File: config.mk
export PLATFORM = sky130hd
export DESIGN_NAME = adctwc_top
export DESIGN_NICKNAME = d
export VERILOG_FILES = /design/src/hw/adctwc_top.v
export VERILOG_INCLUDE_DIRS = /design/src /design/src/common
export SDC_FILE = /design/constraint.sdc
export NUM_CORES = 1
export LEC_CHECK = 0
export BUFFER_PORTS_ARGS = -buffer_cell sky130_fd_sc_hd__buf_2
export CORE_MARGIN = 4
export CORE_UTILIZATION = 53
export CTS_CLUSTER_SIZE = 25
export DETAILED_ROUTE_END_ITERATION = 10
export PLACE_DENSITY_LB_ADDON = 0.15
export SLEW_MARGIN = 30
export SYNTH_ARGS = -nofsm -noshare
export SYNTH_HDL_FRONTEND = slang
export SYNTH_SLANG_ARGS = --single-unit
File: constraint.sdc
create_clock -name I_CLK -period 2.9 [get_ports I_CLK]
set_clock_uncertainty 0.1 [all_clocks]
set_input_delay 0.145 -clock I_CLK [delete_from_list [all_inputs] [get_ports I_CLK]]
set_output_delay 0.145 -clock I_CLK [all_outputs]
set_load 0.05 [all_outputs]
File: src/common/adctwc_defs.vh
// register indexes, field positions, reset values and timing constants
// of the converter timing and window control block.
// assumes: included by bare name from the design files.
`ifndef ADCTWC_DEFS_VH
`define ADCTWC_DEFS_VH

// register indexes (byte address = 4 * index)
`define ADCTWC_IDX_CTRL      6'h00
`define ADCTWC_IDX_CLKREF    6'h02
`define ADCTWC_IDX_DELAY     6'h03
`define ADCTWC_IDX_WINMODE   6'h04
`define ADCTWC_IDX_SAMPLING_EXTENSION   6'h05
`define ADCTWC_IDX_INSEL     6'h06
`define ADCTWC_IDX_COMMAND   6'h08
`define ADCTWC_IDX_IRQMASK   6'h0a
`define ADCTWC_IDX_IRQSTAT   6'h0b
`define ADCTWC_IDX_RESULT    6'h10
`define ADCTWC_IDX_WINLOW    6'h12
`define ADCTWC_IDX_WINHIGH   6'h14

// reset values
`define ADCTWC_RST_BYTE      8'h00
`define ADCTWC_RST_WORD      16'h0000
`define ADCTWC_RST_FLAGS     2'h0
`define ADCTWC_RST_MODE      3'h0
`define ADCTWC_RST_FIELD     5'h00

// field positions
`define ADCTWC_CTRL_ENABLE   0
`define ADCTWC_CR_SAMPLE_CAP_SELECT    6
`define ADCTWC_CR_REF_HI     5
`define ADCTWC_CR_REF_LO     4
`define ADCTWC_CR_DIV_HI     2
`define ADCTWC_DL_INIT_HI    7
`define ADCTWC_DL_INIT_LO    5
`define ADCTWC_DL_AUTOVAR    4
`define ADCTWC_DL_GAP_HI     3
`define ADCTWC_WM_HI         2
`define ADCTWC_SL_HI         4
`define ADCTWC_IS_HI         4
`define ADCTWC_CMD_START     0
`define ADCTWC_IRQ_READY     0
`define ADCTWC_IRQ_WINDOW    1

// reference choice codes
`define ADCTWC_REF_INTERNAL  2'h0
`define ADCTWC_REF_SUPPLY    2'h1
`define ADCTWC_REF_EXTERNAL  2'h2
`define ADCTWC_REF_RESERVED  2'h3

// window modes
`define ADCTWC_WIN_NONE      3'h0
`define ADCTWC_WIN_BELOW     3'h1
`define ADCTWC_WIN_ABOVE     3'h2
`define ADCTWC_WIN_INSIDE    3'h3
`define ADCTWC_WIN_OUTSIDE   3'h4

// positive input choices
`define ADCTWC_IN_PIN_LAST   5'h0f
`define ADCTWC_IN_DACREF     5'h1c
`define ADCTWC_IN_TEMP       5'h1e
`define ADCTWC_IN_GROUND     5'h1f

// timing, in converter clock cycles; the divider base is in I_CLK cycles
`define ADCTWC_SAMPLE_BASE   9'h002
`define ADCTWC_DIV_BASE      9'h002
`define ADCTWC_ONE           9'h001
`define ADCTWC_ZERO9         9'h000

// start-up delay lengths, in converter clock cycles
`define ADCTWC_INIT_0        9'h000
`define ADCTWC_INIT_16       9'h010
`define ADCTWC_INIT_32       9'h020
`define ADCTWC_INIT_64       9'h040
`define ADCTWC_INIT_128      9'h080
`define ADCTWC_INIT_256      9'h100

`endif

File: src/hw/adctwc_top.v
// converter timing and window control: clock divider, reference and
// capacitor selects, start-up delay, sample gap, sampling length,
// deferred input select and window compare, behind an APB slave.
// assumes: analog core runs one sample per O_CORE_CONVERT level and
// answers with I_CORE_DONE; all inputs synchronous to I_CLK.
//
// The APB register port was chosen for this implementation.
`include "adctwc_defs.vh"
`timescale 1ns/100ps
`default_nettype none

module adctwc_top (
	input  wire        I_CLK,
	input  wire        I_ARST_N,
	input  wire        I_PSEL,
	input  wire        I_PENABLE,
	input  wire        I_PWRITE,
	input  wire [7:0]  I_PADDR,
	input  wire [31:0] I_PWDATA,
	output reg  [31:0] O_PRDATA,
	output reg         O_PREADY,
	output reg         O_PSLVERR,
	input  wire        I_DEEP_WAKE,
	input  wire        I_CORE_DONE,
	input  wire        I_CORE_LAST,
	input  wire [15:0] I_CORE_RESULT,
	output reg         O_CORE_CONVERT,
	output reg         O_SAMPLE_CLOSE,
	output reg  [1:0]  O_REF_SEL,
	output reg         O_SAMPLE_CAP_SELECT_REDUCED,
	output reg  [4:0]  O_MUX_SEL,
	output reg         O_CONV_TICK,
	output reg         O_IRQ
);

	localparam [4:0] ST_IDLE   = 5'b00001;
	localparam [4:0] ST_INIT   = 5'b00010;
	localparam [4:0] ST_SAMPLE = 5'b00100;
	localparam [4:0] ST_CONV   = 5'b01000;
	localparam [4:0] ST_GAP    = 5'b10000;

	reg        enable_reg;
	reg  [7:0] clkref_reg;
	reg  [7:0] delay_reg;
	reg  [2:0] winmode_reg;
	reg  [4:0] sampling_extension_reg;
	reg  [4:0] insel_reg;
	reg  [1:0] irqmask_reg;
	reg  [1:0] irqstat_reg;
	reg [15:0] result_reg;
	reg [15:0] winlow_reg;
	reg [15:0] winhigh_reg;
	reg        start_reg;
	reg        init_pend_reg;
	reg  [4:0] state_reg;
	reg  [4:0] state_next;
	reg  [8:0] phase_reg;
	reg  [8:0] phase_next;
	reg  [7:0] div_reg;

	wire [5:0] idx = I_PADDR[7:2];
	wire       access = I_PSEL & I_PENABLE & ~O_PREADY;
	wire       done_xfer = I_PSEL & I_PENABLE & O_PREADY;
	wire       wr = done_xfer & I_PWRITE & ~O_PSLVERR;
	wire       rd = done_xfer & ~I_PWRITE & ~O_PSLVERR;

	// address check: aligned and one of the mapped indexes
	reg mapped;
	always @* begin
		case (idx)
		`ADCTWC_IDX_CTRL, `ADCTWC_IDX_CLKREF, `ADCTWC_IDX_DELAY,
		`ADCTWC_IDX_WINMODE, `ADCTWC_IDX_SAMPLING_EXTENSION, `ADCTWC_IDX_INSEL,
		`ADCTWC_IDX_COMMAND, `ADCTWC_IDX_IRQMASK, `ADCTWC_IDX_IRQSTAT,
		`ADCTWC_IDX_RESULT, `ADCTWC_IDX_WINLOW,
		`ADCTWC_IDX_WINHIGH: mapped = (I_PADDR[1:0] == 2'h0);
		default: mapped = 1'b0;
		endcase
	end

	// converter clock as a one-cycle enable from a free counter
	// no divided clock net, so every register stays on I_CLK
	wire [2:0] div_code = clkref_reg[`ADCTWC_CR_DIV_HI:0];
	wire [8:0] div_span = `ADCTWC_DIV_BASE << div_code;
	wire [8:0] div_mask = div_span - `ADCTWC_ONE;
	wire       tick = ((div_reg & div_mask[7:0]) == div_mask[7:0]);

	always @(posedge I_CLK or negedge I_ARST_N) begin
		if (!I_ARST_N) begin
			div_reg <= `ADCTWC_RST_BYTE;
			O_CONV_TICK <= 1'b0;
		end else begin
			div_reg <= div_reg + 8'h01;
			O_CONV_TICK <= tick;
		end
	end

	// start-up delay length, reserved codes take the longest
	reg [8:0] init_len;
	always @* begin
		case (delay_reg[`ADCTWC_DL_INIT_HI:`ADCTWC_DL_INIT_LO])
		3'h0: init_len = `ADCTWC_INIT_0;
		3'h1: init_len = `ADCTWC_INIT_16;
		3'h2: init_len = `ADCTWC_INIT_32;
		3'h3: init_len = `ADCTWC_INIT_64;
		3'h4: init_len = `ADCTWC_INIT_128;
		default: init_len = `ADCTWC_INIT_256;
		endcase
	end

	wire [8:0] samp_len = `ADCTWC_SAMPLE_BASE + {4'h0, sampling_extension_reg};
	wire [3:0] gap_code = delay_reg[`ADCTWC_DL_GAP_HI:0];
	wire [8:0] gap_len  = {5'h00, gap_code};
	// phases end on a tick, so the first count of a phase may be short
	wire       phase_end = tick & (phase_reg == `ADCTWC_ONE);
	wire       sample_done = (state_reg == ST_CONV) & I_CORE_DONE;
	wire       conv_end = sample_done & I_CORE_LAST;
	// armed by the 0 to 1 step, so rewriting a one does not re-arm
	wire       enable_rise = wr & (idx == `ADCTWC_IDX_CTRL) &
		I_PWDATA[`ADCTWC_CTRL_ENABLE] & ~enable_reg;
	wire [1:0] new_ref = I_PWDATA[`ADCTWC_CR_REF_HI:`ADCTWC_CR_REF_LO];
	wire [1:0] old_ref = clkref_reg[`ADCTWC_CR_REF_HI:`ADCTWC_CR_REF_LO];
	wire       ref_to_int = wr & (idx == `ADCTWC_IDX_CLKREF) &
		(new_ref == `ADCTWC_REF_INTERNAL) &
		(old_ref != `ADCTWC_REF_INTERNAL);
	wire       start_wr = wr & (idx == `ADCTWC_IDX_COMMAND) &
		I_PWDATA[`ADCTWC_CMD_START] & enable_reg;

	// sequencer
	always @* begin
		state_next = state_reg;
		phase_next = phase_reg;
		case (state_reg)
		ST_IDLE: begin
			if (start_reg) begin
				if (init_pend_reg && init_len != `ADCTWC_ZERO9) begin
					state_next = ST_INIT;
					phase_next = init_len;
				end else begin
					state_next = ST_SAMPLE;
					phase_next = samp_len;
				end
			end
		end
		ST_INIT: begin
			if (tick)
				phase_next = phase_reg - `ADCTWC_ONE;
			if (phase_end) begin
				state_next = ST_SAMPLE;
				phase_next = samp_len;
			end
		end
		ST_SAMPLE: begin
			if (tick)
				phase_next = phase_reg - `ADCTWC_ONE;
			if (phase_end)
				state_next = ST_CONV;
		end
		ST_CONV: begin
			if (conv_end) begin
				state_next = ST_IDLE;
			end else if (sample_done) begin
				if (gap_len == `ADCTWC_ZERO9) begin
					state_next = ST_SAMPLE;
					phase_next = samp_len;
				end else begin
					state_next = ST_GAP;
					phase_next = gap_len;
				end
			end
		end
		ST_GAP: begin
			if (tick)
				phase_next = phase_reg - `ADCTWC_ONE;
			if (phase_end) begin
				state_next = ST_SAMPLE;
				phase_next = samp_len;
			end
		end
		default: begin
			state_next = ST_IDLE;
			phase_next = `ADCTWC_ZERO9;
		end
		endcase
		// disable overrides every state and aborts a conversion
		if (!enable_reg) begin
			state_next = ST_IDLE;
			phase_next = `ADCTWC_ZERO9;
		end
	end

	always @(posedge I_CLK or negedge I_ARST_N) begin
		if (!I_ARST_N) begin
			state_reg <= ST_IDLE;
			phase_reg <= `ADCTWC_ZERO9;
			O_CORE_CONVERT <= 1'b0;
			O_SAMPLE_CLOSE <= 1'b0;
		end else begin
			state_reg <= state_next;
			phase_reg <= phase_next;
			O_CORE_CONVERT <= (state_next == ST_CONV);
			// switch closed only while sampling, open in gap
			O_SAMPLE_CLOSE <= (state_next == ST_SAMPLE);
		end
	end

	// window compare on the final accumulated result
	// inside and outside use strict compares at both thresholds
	reg win_hit;
	always @* begin
		case (winmode_reg)
		`ADCTWC_WIN_BELOW:  win_hit = (I_CORE_RESULT < winlow_reg);
		`ADCTWC_WIN_ABOVE:  win_hit = (I_CORE_RESULT > winhigh_reg);
		`ADCTWC_WIN_INSIDE: win_hit = (I_CORE_RESULT > winlow_reg) &
			(I_CORE_RESULT < winhigh_reg);
		`ADCTWC_WIN_OUTSIDE: win_hit = (I_CORE_RESULT < winlow_reg) |
			(I_CORE_RESULT > winhigh_reg);
		default: win_hit = 1'b0;
		endcase
	end

	// input select decode, reserved codes park on ground
	function [4:0] mux_map;
		input [4:0] code;
		begin
			if (code <= `ADCTWC_IN_PIN_LAST || code == `ADCTWC_IN_DACREF ||
				code == `ADCTWC_IN_TEMP)
				mux_map = code;
			else
				mux_map = `ADCTWC_IN_GROUND;
		end
	endfunction

	// reference decode, the reserved code takes the external pin
	wire [1:0] ref_eff = (old_ref == `ADCTWC_REF_RESERVED) ?
		`ADCTWC_REF_EXTERNAL : old_ref;

	always @(posedge I_CLK or negedge I_ARST_N) begin
		if (!I_ARST_N) begin
			O_REF_SEL <= `ADCTWC_REF_INTERNAL;
			O_SAMPLE_CAP_SELECT_REDUCED <= 1'b0;
			O_MUX_SEL <= `ADCTWC_RST_FIELD;
		end else begin
			O_REF_SEL <= ref_eff;
			O_SAMPLE_CAP_SELECT_REDUCED <= clkref_reg[`ADCTWC_CR_SAMPLE_CAP_SELECT];
			// held while busy so the core sees one input per conversion
			if (state_reg == ST_IDLE && state_next == ST_IDLE)
				O_MUX_SEL <= mux_map(insel_reg);
		end
	end

	// register file
	// reading the result clears both flags, like a write of ones
	wire clr_by_result = rd & (idx == `ADCTWC_IDX_RESULT);
	wire [1:0] stat_w1c = (wr && idx == `ADCTWC_IDX_IRQSTAT) ?
		I_PWDATA[`ADCTWC_IRQ_WINDOW:`ADCTWC_IRQ_READY] : `ADCTWC_RST_FLAGS;
	wire [1:0] stat_set = {conv_end & win_hit, conv_end};
	wire [1:0] stat_clr = stat_w1c | {2{clr_by_result}};
	wire [3:0] gap_inc = gap_code + 4'h1;

	always @(posedge I_CLK or negedge I_ARST_N) begin
		if (!I_ARST_N) begin
			enable_reg <= 1'b0;
			clkref_reg <= `ADCTWC_RST_BYTE;
			delay_reg <= `ADCTWC_RST_BYTE;
			winmode_reg <= `ADCTWC_RST_MODE;
			sampling_extension_reg <= `ADCTWC_RST_FIELD;
			insel_reg <= `ADCTWC_RST_FIELD;
			irqmask_reg <= `ADCTWC_RST_FLAGS;
			irqstat_reg <= `ADCTWC_RST_FLAGS;
			result_reg <= `ADCTWC_RST_WORD;
			winlow_reg <= `ADCTWC_RST_WORD;
			winhigh_reg <= `ADCTWC_RST_WORD;
			start_reg <= 1'b0;
			init_pend_reg <= 1'b0;
		end else begin
			if (wr) begin
				case (idx)
				`ADCTWC_IDX_CTRL: enable_reg <= I_PWDATA[`ADCTWC_CTRL_ENABLE];
				`ADCTWC_IDX_CLKREF: clkref_reg <= {1'b0,
					I_PWDATA[`ADCTWC_CR_SAMPLE_CAP_SELECT:`ADCTWC_CR_REF_LO],
					1'b0, I_PWDATA[`ADCTWC_CR_DIV_HI:0]};
				`ADCTWC_IDX_WINMODE: winmode_reg <= I_PWDATA[`ADCTWC_WM_HI:0];
				`ADCTWC_IDX_SAMPLING_EXTENSION: sampling_extension_reg <= I_PWDATA[`ADCTWC_SL_HI:0];
				`ADCTWC_IDX_INSEL: insel_reg <= I_PWDATA[`ADCTWC_IS_HI:0];
				`ADCTWC_IDX_IRQMASK: irqmask_reg <=
					I_PWDATA[`ADCTWC_IRQ_WINDOW:`ADCTWC_IRQ_READY];
				`ADCTWC_IDX_WINLOW: winlow_reg <= I_PWDATA[15:0];
				`ADCTWC_IDX_WINHIGH: winhigh_reg <= I_PWDATA[15:0];
				default: ;
				endcase
			end
			// a software write of the delay register wins over the step
			if (wr && idx == `ADCTWC_IDX_DELAY)
				delay_reg <= I_PWDATA[7:0];
			else if (sample_done && delay_reg[`ADCTWC_DL_AUTOVAR])
				delay_reg <= {delay_reg[7:4], gap_inc};
			if (conv_end)
				result_reg <= I_CORE_RESULT;
			// set beats clear in the same cycle
			irqstat_reg <= (irqstat_reg & ~stat_clr) | stat_set;
			// the bit reads one until the whole conversion ends
			if (conv_end || !enable_reg)
				start_reg <= 1'b0;
			else if (start_wr)
				start_reg <= 1'b1;
			// any start consumes the pending delay, code zero too, so a
			// later code change cannot stall an unrelated conversion
			if (enable_rise || ref_to_int || I_DEEP_WAKE)
				init_pend_reg <= 1'b1;
			else if (state_reg == ST_IDLE && state_next != ST_IDLE)
				init_pend_reg <= 1'b0;
		end
	end

	// read mux, reserved bits read as zero
	reg [31:0] rdata;
	always @* begin
		rdata = 32'h0000_0000;
		case (idx)
		`ADCTWC_IDX_CTRL:    rdata[0] = enable_reg;
		`ADCTWC_IDX_CLKREF:  rdata[7:0] = clkref_reg;
		`ADCTWC_IDX_DELAY:   rdata[7:0] = delay_reg;
		`ADCTWC_IDX_WINMODE: rdata[2:0] = winmode_reg;
		`ADCTWC_IDX_SAMPLING_EXTENSION: rdata[4:0] = sampling_extension_reg;
		`ADCTWC_IDX_INSEL:   rdata[4:0] = insel_reg;
		`ADCTWC_IDX_COMMAND: rdata[0] = start_reg;
		`ADCTWC_IDX_IRQMASK: rdata[1:0] = irqmask_reg;
		`ADCTWC_IDX_IRQSTAT: rdata[1:0] = irqstat_reg;
		`ADCTWC_IDX_RESULT:  rdata[15:0] = result_reg;
		`ADCTWC_IDX_WINLOW:  rdata[15:0] = winlow_reg;
		`ADCTWC_IDX_WINHIGH: rdata[15:0] = winhigh_reg;
		default:             rdata = 32'h0000_0000;
		endcase
	end

	// apb: one wait state, answer in the second access cycle
	always @(posedge I_CLK or negedge I_ARST_N) begin
		if (!I_ARST_N) begin
			O_PREADY <= 1'b0;
			O_PSLVERR <= 1'b0;
			O_PRDATA <= 32'h0000_0000;
			O_IRQ <= 1'b0;
		end else begin
			O_PREADY <= access;
			O_PSLVERR <= access & ~mapped;
			if (access && !I_PWRITE && mapped)
				O_PRDATA <= rdata;
			else if (access)
				O_PRDATA <= 32'h0000_0000;
			O_IRQ <= |(((irqstat_reg & ~stat_clr) | stat_set) & irqmask_reg);
		end
	end

endmodule

`default_nettype wire

==> results of run 1 <==
[layout make-up]
cell class	instances	area share
Inverter	48	0.0196
Clock inverter	8	0.00801
Sequential cell	134	0.364
Timing Repair Buffer	140	0.103
Multi-Input combinational cell	525	0.428
Tap cell	180	0.0244
Clock buffer	23	0.0530
[worst min-delay path: stages]
cell     delay (ns)
buf_2          0.17
nor2_1         0.12
a21oi_1        0.05
[cell usage in the layout, fill, tap and decap left out, types with 28 or more instances in the layout]
cell	count
a21oi_1	33
buf_2	76
buf_4	29
dfrtp_1	132
dlygate4sd3_1	34
ha_1	38
inv_1	47
mux2_2	78
nand2_1	56
nor2_1	42
o21ai_0	28
[metrics by stage]
step	hold slack, ns	std cells
floorplan	-0.251	753
global placement	0.0910	989
detailed placement	0.101	989
CTS	0.000889	1054
global route	0.0294	1058
finish	0.00874	1058
[per-layer routing]
metal	track usage	routed length (µm)	vias up
li1	-	-	2944
met1	0.312	8430	3143
met2	0.456	10400	254
met3	0.0483	1200	43
met4	0.0924	490	0
met5	0	0	-
[worst max path at each step]
| stage | from | end | cells past startpoint |
|---|---|---|---|
| floorplan | clkref_reg[0] | phase_reg[6] | 11 |
| global placement | clkref_reg[0] | phase_reg[6] | 10 |
| detailed placement | clkref_reg[0] | state_reg[3] | 9 |
| CTS | clkref_reg[0] | phase_reg[6] | 10 |
| global route | clkref_reg[0] | phase_reg[4] | 10 |
| finish | clkref_reg[2] | phase_reg[5] | 11 |
[cells by family after synthesis]
kind of cell             count (synthesis)  share of synthesized area
AO/OA/AOI/OAI                          157                      0.145
XOR/XNOR                                12                     0.0138
adder cells (fa/ha/maj)                 39                     0.0643
buffers and inverters                   95                     0.0567
flip-flops                             134                      0.442
multiplexers                            83                      0.122
other                                    1                   0.000494
AND/OR/NAND/NOR                        217                      0.156
[power groups by stage]
stage	Clock (mW)	Combinational [mW]	Sequential [mW]
floorplan	0	0.182	1.94
global route	2.17	0.395	1.90
detailed placement	0	0.318	1.93
CTS	2.07	0.355	1.90
global placement	0	0.307	1.93
finish	2.06	0.360	1.90
[repair_timing]
| action | 4_1_cts | 5_1_grt |
|---|---|---|
| resized for setup | 0 | 13 |
| setup endpoints to repair | 0 | 15 |
| buffers inserted | 0 | 3 |
| hold buffers | 34 | 0 |
| hold endpoints to repair | 130 | 0 |
==> results_dict.tcl, run 1 <==
set metrics [dict create \
    setup.worst_path.class "flip-flop to flip-flop" \
    synth.top_cells.by_area "dfrtp_1 44%, mux2_2 12%, ha_1 6.4%" \
    worst_setup_path_end_kind "flip-flop" \
    rrSetupSlack_ns 0.16 \
    result_of_the_run "finished clean" \
    final_design_area_no_fill_um2 9220 \
    critical-path-max-stage-delay_ns 0.47 \
    final.period_utilization 0.944 \
    pwr-share-clk 0.477 \
    seq_power_share 0.440 \
    post_synth_inst_count 738 \
    internal-power_mw 3.27 \
    initial_utilization 0.545 \
    timing.critical_path.cells "nor2_1, nand2_1, ha_2, nor2b_1, a32o_1, a211o_4, o32ai_4, o21ai_4, buf_4, a21oi_1, o211ai_1" \
    comb_power_share 0.083 \
    drv_slew 0 \
    period_minus_slack_ns 2.74 \
    sequential_fraction_of_the_synthesis_area 0.442 \
    drt_iter0_drc 664 \
    synth-async-reset-ratio 1.00 \
    grt.overflow.total 0 \
    powerDensity_nw_per_um2 468 \
    chipWidth_um 128 \
    synth_ff_type "dfrtp_1" \
    critical_path.top_delay_family "compound AO/OA/AOI/OAI gates" \
    synthMostInstantiatedCell "dfrtp_1" \
    timing.rr.end "phase_reg[5]" \
    vdd_ir_drop_max_mv 0.425 \
    ctsLongestPathBuffers 2 \
    hold_path.class "input port to flip-flop" \
    vias 6384 \
    post_route_cells_drive_above_1_share 0.276 \
    grt_setup_unrepaired "false" \
    first_pass_grt_wire_length_mm 33.1 \
    syn2layout_area_growth_pct 21.3 \
    die_boundary_height_um 128 \
    max_clock_freq_ghz 0.365 \
    timing.critical_path.fanout_max 8 \
    cp.buffers_inverters 1 \
    post_synth_num_cell_types 73 \
    finalPower_mw 4.32 \
    routed_via_density 6.03 \
    setup_total_negative_slack_ns 0 \
    ys_seq_elements 134 \
    critPathRequiredTime_ns 3.10 \
    drt_pre_antenna_iters 8 \
    ff2ff_path_depth 11 \
    floorplan.core_area_um2 13900 \
    multiInputGateArea_um2 3940 \
    synth_edf_count 0 \
    syn_area_per_cell_um2 10.3 \
    cts_max_level 4 \
    worst_setup_slack_after_layout_ns 0.163 \
    dp_slack_ns 0.0235 \
    synth_area_leader_cell "dfrtp_1" \
    postRouteWirelength_mm 20.6 \
    cts_tree "yes" \
    route.antenna.remaining_nets 0 \
    hpwlAfterDp_mm 14.6 \
    start_kind "flip-flop" \
    max_cap_viol_count 0 \
    detailed_place.area_um2 8210 \
    post_drt_wl_per_cell_um 19.4 \
    gp_routability_congestion 0.889 \
    tightest_slew_ns 0.677 \
    regArea_um2 3360 \
    num-fill-cells 1097 \
    yosysWarningCount 0 \
    io_buffer_count 77 \
    cts_inserted_buffers 17 \
    synth.top_cells.by_count "133 x dfrtp_1, 78 x mux2_2, 56 x nand2_1, 48 x inv_1, 43 x nor2_1" \
    netSwitchingPower_mw 1.04 \
    n_antenna_cell 0 \
    hold-path-endpoint "delay_reg[1]" \
    cts.clk_slew.worst_paths_ns 0.06 \
    largest_net_degree_at_the_start_of_global_routing 71 \
    critical_path.slowest_cell "dfrtp_2" \
    report.final.setup_viol 0 \
    p_sw_frac 0.242 \
    clock-root-buffer "clkbuf_16" \
    grt_pass1_vias 6455 \
    floorplan.rows 43 \
    clock_sinks 134 \
    finalCoreUtilization 0.661 \
    fin_nets 969 \
    worst_skew_pair.late_latency_ns 0.42 \
    synth_largest_type_area_fraction 0.438 \
    r2r-start "clkref_reg[2]" \
    detail_route.drc_violations 0 \
    floorplan.io_pins 110 \
    hold_depth 3 \
    die_area_um2 16300 \
    p_leak_nw 4.38 \
    globalRouteTotalUtil 0.257 \
    post_synth_instance_area_um2 7590 \
    hold_viol 0 \
    relative_max_transition_margin 0.549 \
    hp-start "I_PWDATA[1]" \
    worst_ep_arrival_time_ns 2.94 \
    initial_antenna_violation_count 0 \
]
No activity file was read; power rests on OpenSTA's default activity.
==> inputs of run 2 (changes only) <==
- ABC_AREA: unset -> 1
==> results_dict.tcl, run 2 <==
set metrics [dict create \
    result_of_the_run "finished clean" \
    report.final.setup_viol 0 \
    setup.worst_path.class "flip-flop to flip-flop" \
    cts_max_level 4 \
    clock_sinks 134 \
    grt_pass1_vias 6630 \
    timing.critical_path.fanout_max 9 \
    groute.layer.met3.usage 0.0731 \
    layout.cells.most_common_list "263 x nand2_1, 133 x dfrtp_1, 133 x inv_1" \
    die_boundary_height_um 128 \
    post_synth_inst_count 986 \
    detailed_place.area_um2 8270 \
    route.antenna.remaining_nets 0 \
    synth_ff_type "dfrtp_1" \
    clock-root-buffer "clkbuf_16" \
    setup_total_negative_slack_ns 0 \
    sequential_fraction_of_the_synthesis_area 0.436 \
    grt_setup_unrepaired "false" \
    post_route_cells_drive_above_1_share 0.132 \
    max_clock_freq_ghz 0.397 \
    fin_nets 1214 \
    drv_slew 0 \
    vias 7125 \
    ctsLongestPathBuffers 2 \
    synth.top_cells.by_count "263 x nand2_1, 133 x dfrtp_1, 133 x inv_1, 87 x o21ai_0, 56 x nor2_1" \
    finalHoldWorstSlack_ns 0.0228 \
    critPathRequiredTime_ns 3.10 \
    synth_edf_count 0 \
    synthMostInstantiatedCell "nand2_1" \
    first_pass_grt_wire_length_mm 33.9 \
    drt_iter0_drc 738 \
    hold_depth 4 \
    post_synth_instance_area_um2 7690 \
    globalRouteTotalUtil 0.264 \
    chipWidth_um 128 \
    grt.overflow.total 0 \
    worst_ep_arrival_time_ns 2.72 \
    synth_largest_type_area_fraction 0.433 \
    start_kind "flip-flop" \
    worst_setup_path_end_kind "flip-flop" \
    syn2layout_area_growth_pct 20.0 \
    syn_area_per_cell_um2 7.80 \
    floorplan.rows 43 \
    ys_seq_elements 134 \
    largest_net_degree_at_the_start_of_global_routing 57 \
    routed_via_density 5.47 \
    floorplan.core_area_um2 14000 \
    finalPower_mw 5.01 \
    cts_inserted_buffers 17 \
    synth.top_cells.by_area "dfrtp_1 43%, nand2_1 13%, inv_1 6.5%" \
    tightest_slew_ns 0.529 \
    detail_route.drc_violations 0 \
    max_cap_viol_count 0 \
    post_cts_resize_count 0 \
    n_antenna_cell 0 \
    hpwlAfterDp_mm 15.2 \
    initial_antenna_violation_count 0 \
    synth-async-reset-ratio 1.00 \
    yosysWarningCount 0 \
    final_design_area_no_fill_um2 9220 \
    relative_max_transition_margin 0.645 \
    p_leak_nw 4.65 \
    period_minus_slack_ns 2.52 \
    powerDensity_nw_per_um2 544 \
    grt_util_met2 0.377 \
    cts.clk_slew.worst_paths_ns 0.06 \
    num-fill-cells 1212 \
    grt.busiest_layer "met1" \
    final.period_utilization 0.869 \
    postRouteWirelength_mm 20.9 \
    grt.met1_usage 0.389 \
    vdd_ir_drop_max_mv 0.357 \
    hold_viol 0 \
    ff2ff_path_depth 14 \
    mostFrequentLayoutCell "nand2_1" \
    die_area_um2 16500 \
    post_synth_num_cell_types 53 \
    hold_path.class "input port to flip-flop" \
    initial_utilization 0.547 \
    drt_pre_antenna_iters 5 \
    io_buffer_count 77 \
    synth_area_leader_cell "dfrtp_1" \
    post_drt_wl_per_cell_um 16.0 \
    gp_routability_congestion 0.880 \
    cts_tree "yes" \
    worst_skew_pair.late_latency_ns 0.42 \
    floorplan.io_pins 110 \
]
## run 2: changes by cell type after synthesis, moves of 11 or more
cell	change
nand2_1	+207
inv_1	+85
mux2_2	-78
o21ai_0	+59
nand3_1	+21
o22ai_1	+19
a222oi_1	-18
clkbuf_1	-13
nor2_1	+13
xor2_1	+11
## run 2: cell families (layout without fill, tap and decap cells)
family	Yosys count	count (layout)	share of synthesized area
buffers and inverters	176	297	0.0947
xor gates and xnor gates	18	18	0.0205
and+or+nand+nor	427	427	0.243
AOI/OAI and AO/OA	191	191	0.142
adders and majority gates	39	39	0.0635
other	1	16	0.000488
DFF	134	134	0.436
## run 2: final timing paths
check / from / endpoint / slack, ns
max: clkref_reg[1] / phase_reg[6] / 0.38
max in group asynchronous: I_ARST_N / state_reg[0] / 1.81
max reg2reg: clkref_reg[1] / phase_reg[6] / 0.38
min reg2reg: clkref_reg[5] / O_REF_SEL[1] / 0.35
min in group asynchronous: I_ARST_N / O_PRDATA[3] / 0.16
min: I_CORE_DONE / state_reg[4] / 0.02
## run 2: power breakdown
part           internal, mW  leakage, nW  total, mW  switching (mW)
logic                 0.269         2.59      0.870           0.600
clock network          1.38        0.281       2.17           0.788
registers              1.93         1.78       1.98          0.0415
total                  3.58         4.65       5.01            1.43
## run 2: through the flow
step | setup slack (ns) | instances | utilization
floorplan | 0.752 | 1001 | -
finish | 0.379 | 1302 | 0.657
CTS | 0.411 | 1302 | 0.657
global route | 0.0906 | 1302 | 0.657
detailed placement | 0.458 | 1235 | 0.589
global placement | 0.515 | 1235 | 0.589
## run 2: what timing repair did
action / 4_1_cts / 5_1_grt
setup buffers: 0 / 0
hold buffers: 37 / 0
hold endpoints to repair: 104 / 0
endpoints found under the setup margin: 0 / 0
## run 2: cell type report
class / count / area, µm² / area share
clock buffers: 21 / 460 / 0.0499
clock inverters: 9 / 128 / 0.0138
inverters: 141 / 531 / 0.0575
multi-input cells: 691 / 3660 / 0.397
flip-flops and latches: 134 / 3350 / 0.364
well taps: 180 / 225 / 0.0244
repair buffers: 126 / 865 / 0.0937
## run 2: layer usage
layer / vias to the layer above / wire length, µm
li1: 3461 / -
met1: 3347 / 9900
met2: 288 / 8780
met3: 29 / 1820
met4: 0 / 348
met5: - / 0
## run 2: worst max-delay path: stages, from the launching register on
cell and delay (ns):
dfrtp_1 0.42, inv_1 0.19, nand3_1 0.10, ha_1 0.27, o21ai_0 0.13, nor3_1 0.24, nand2_1 0.12, nor2_4 0.17
nand3_4 0.15, nand2_1 0.11, nand2_2 0.11, nand2_1 0.10, nand2_1 0.05, nand2_1 0.05, o21ai_0 0.08
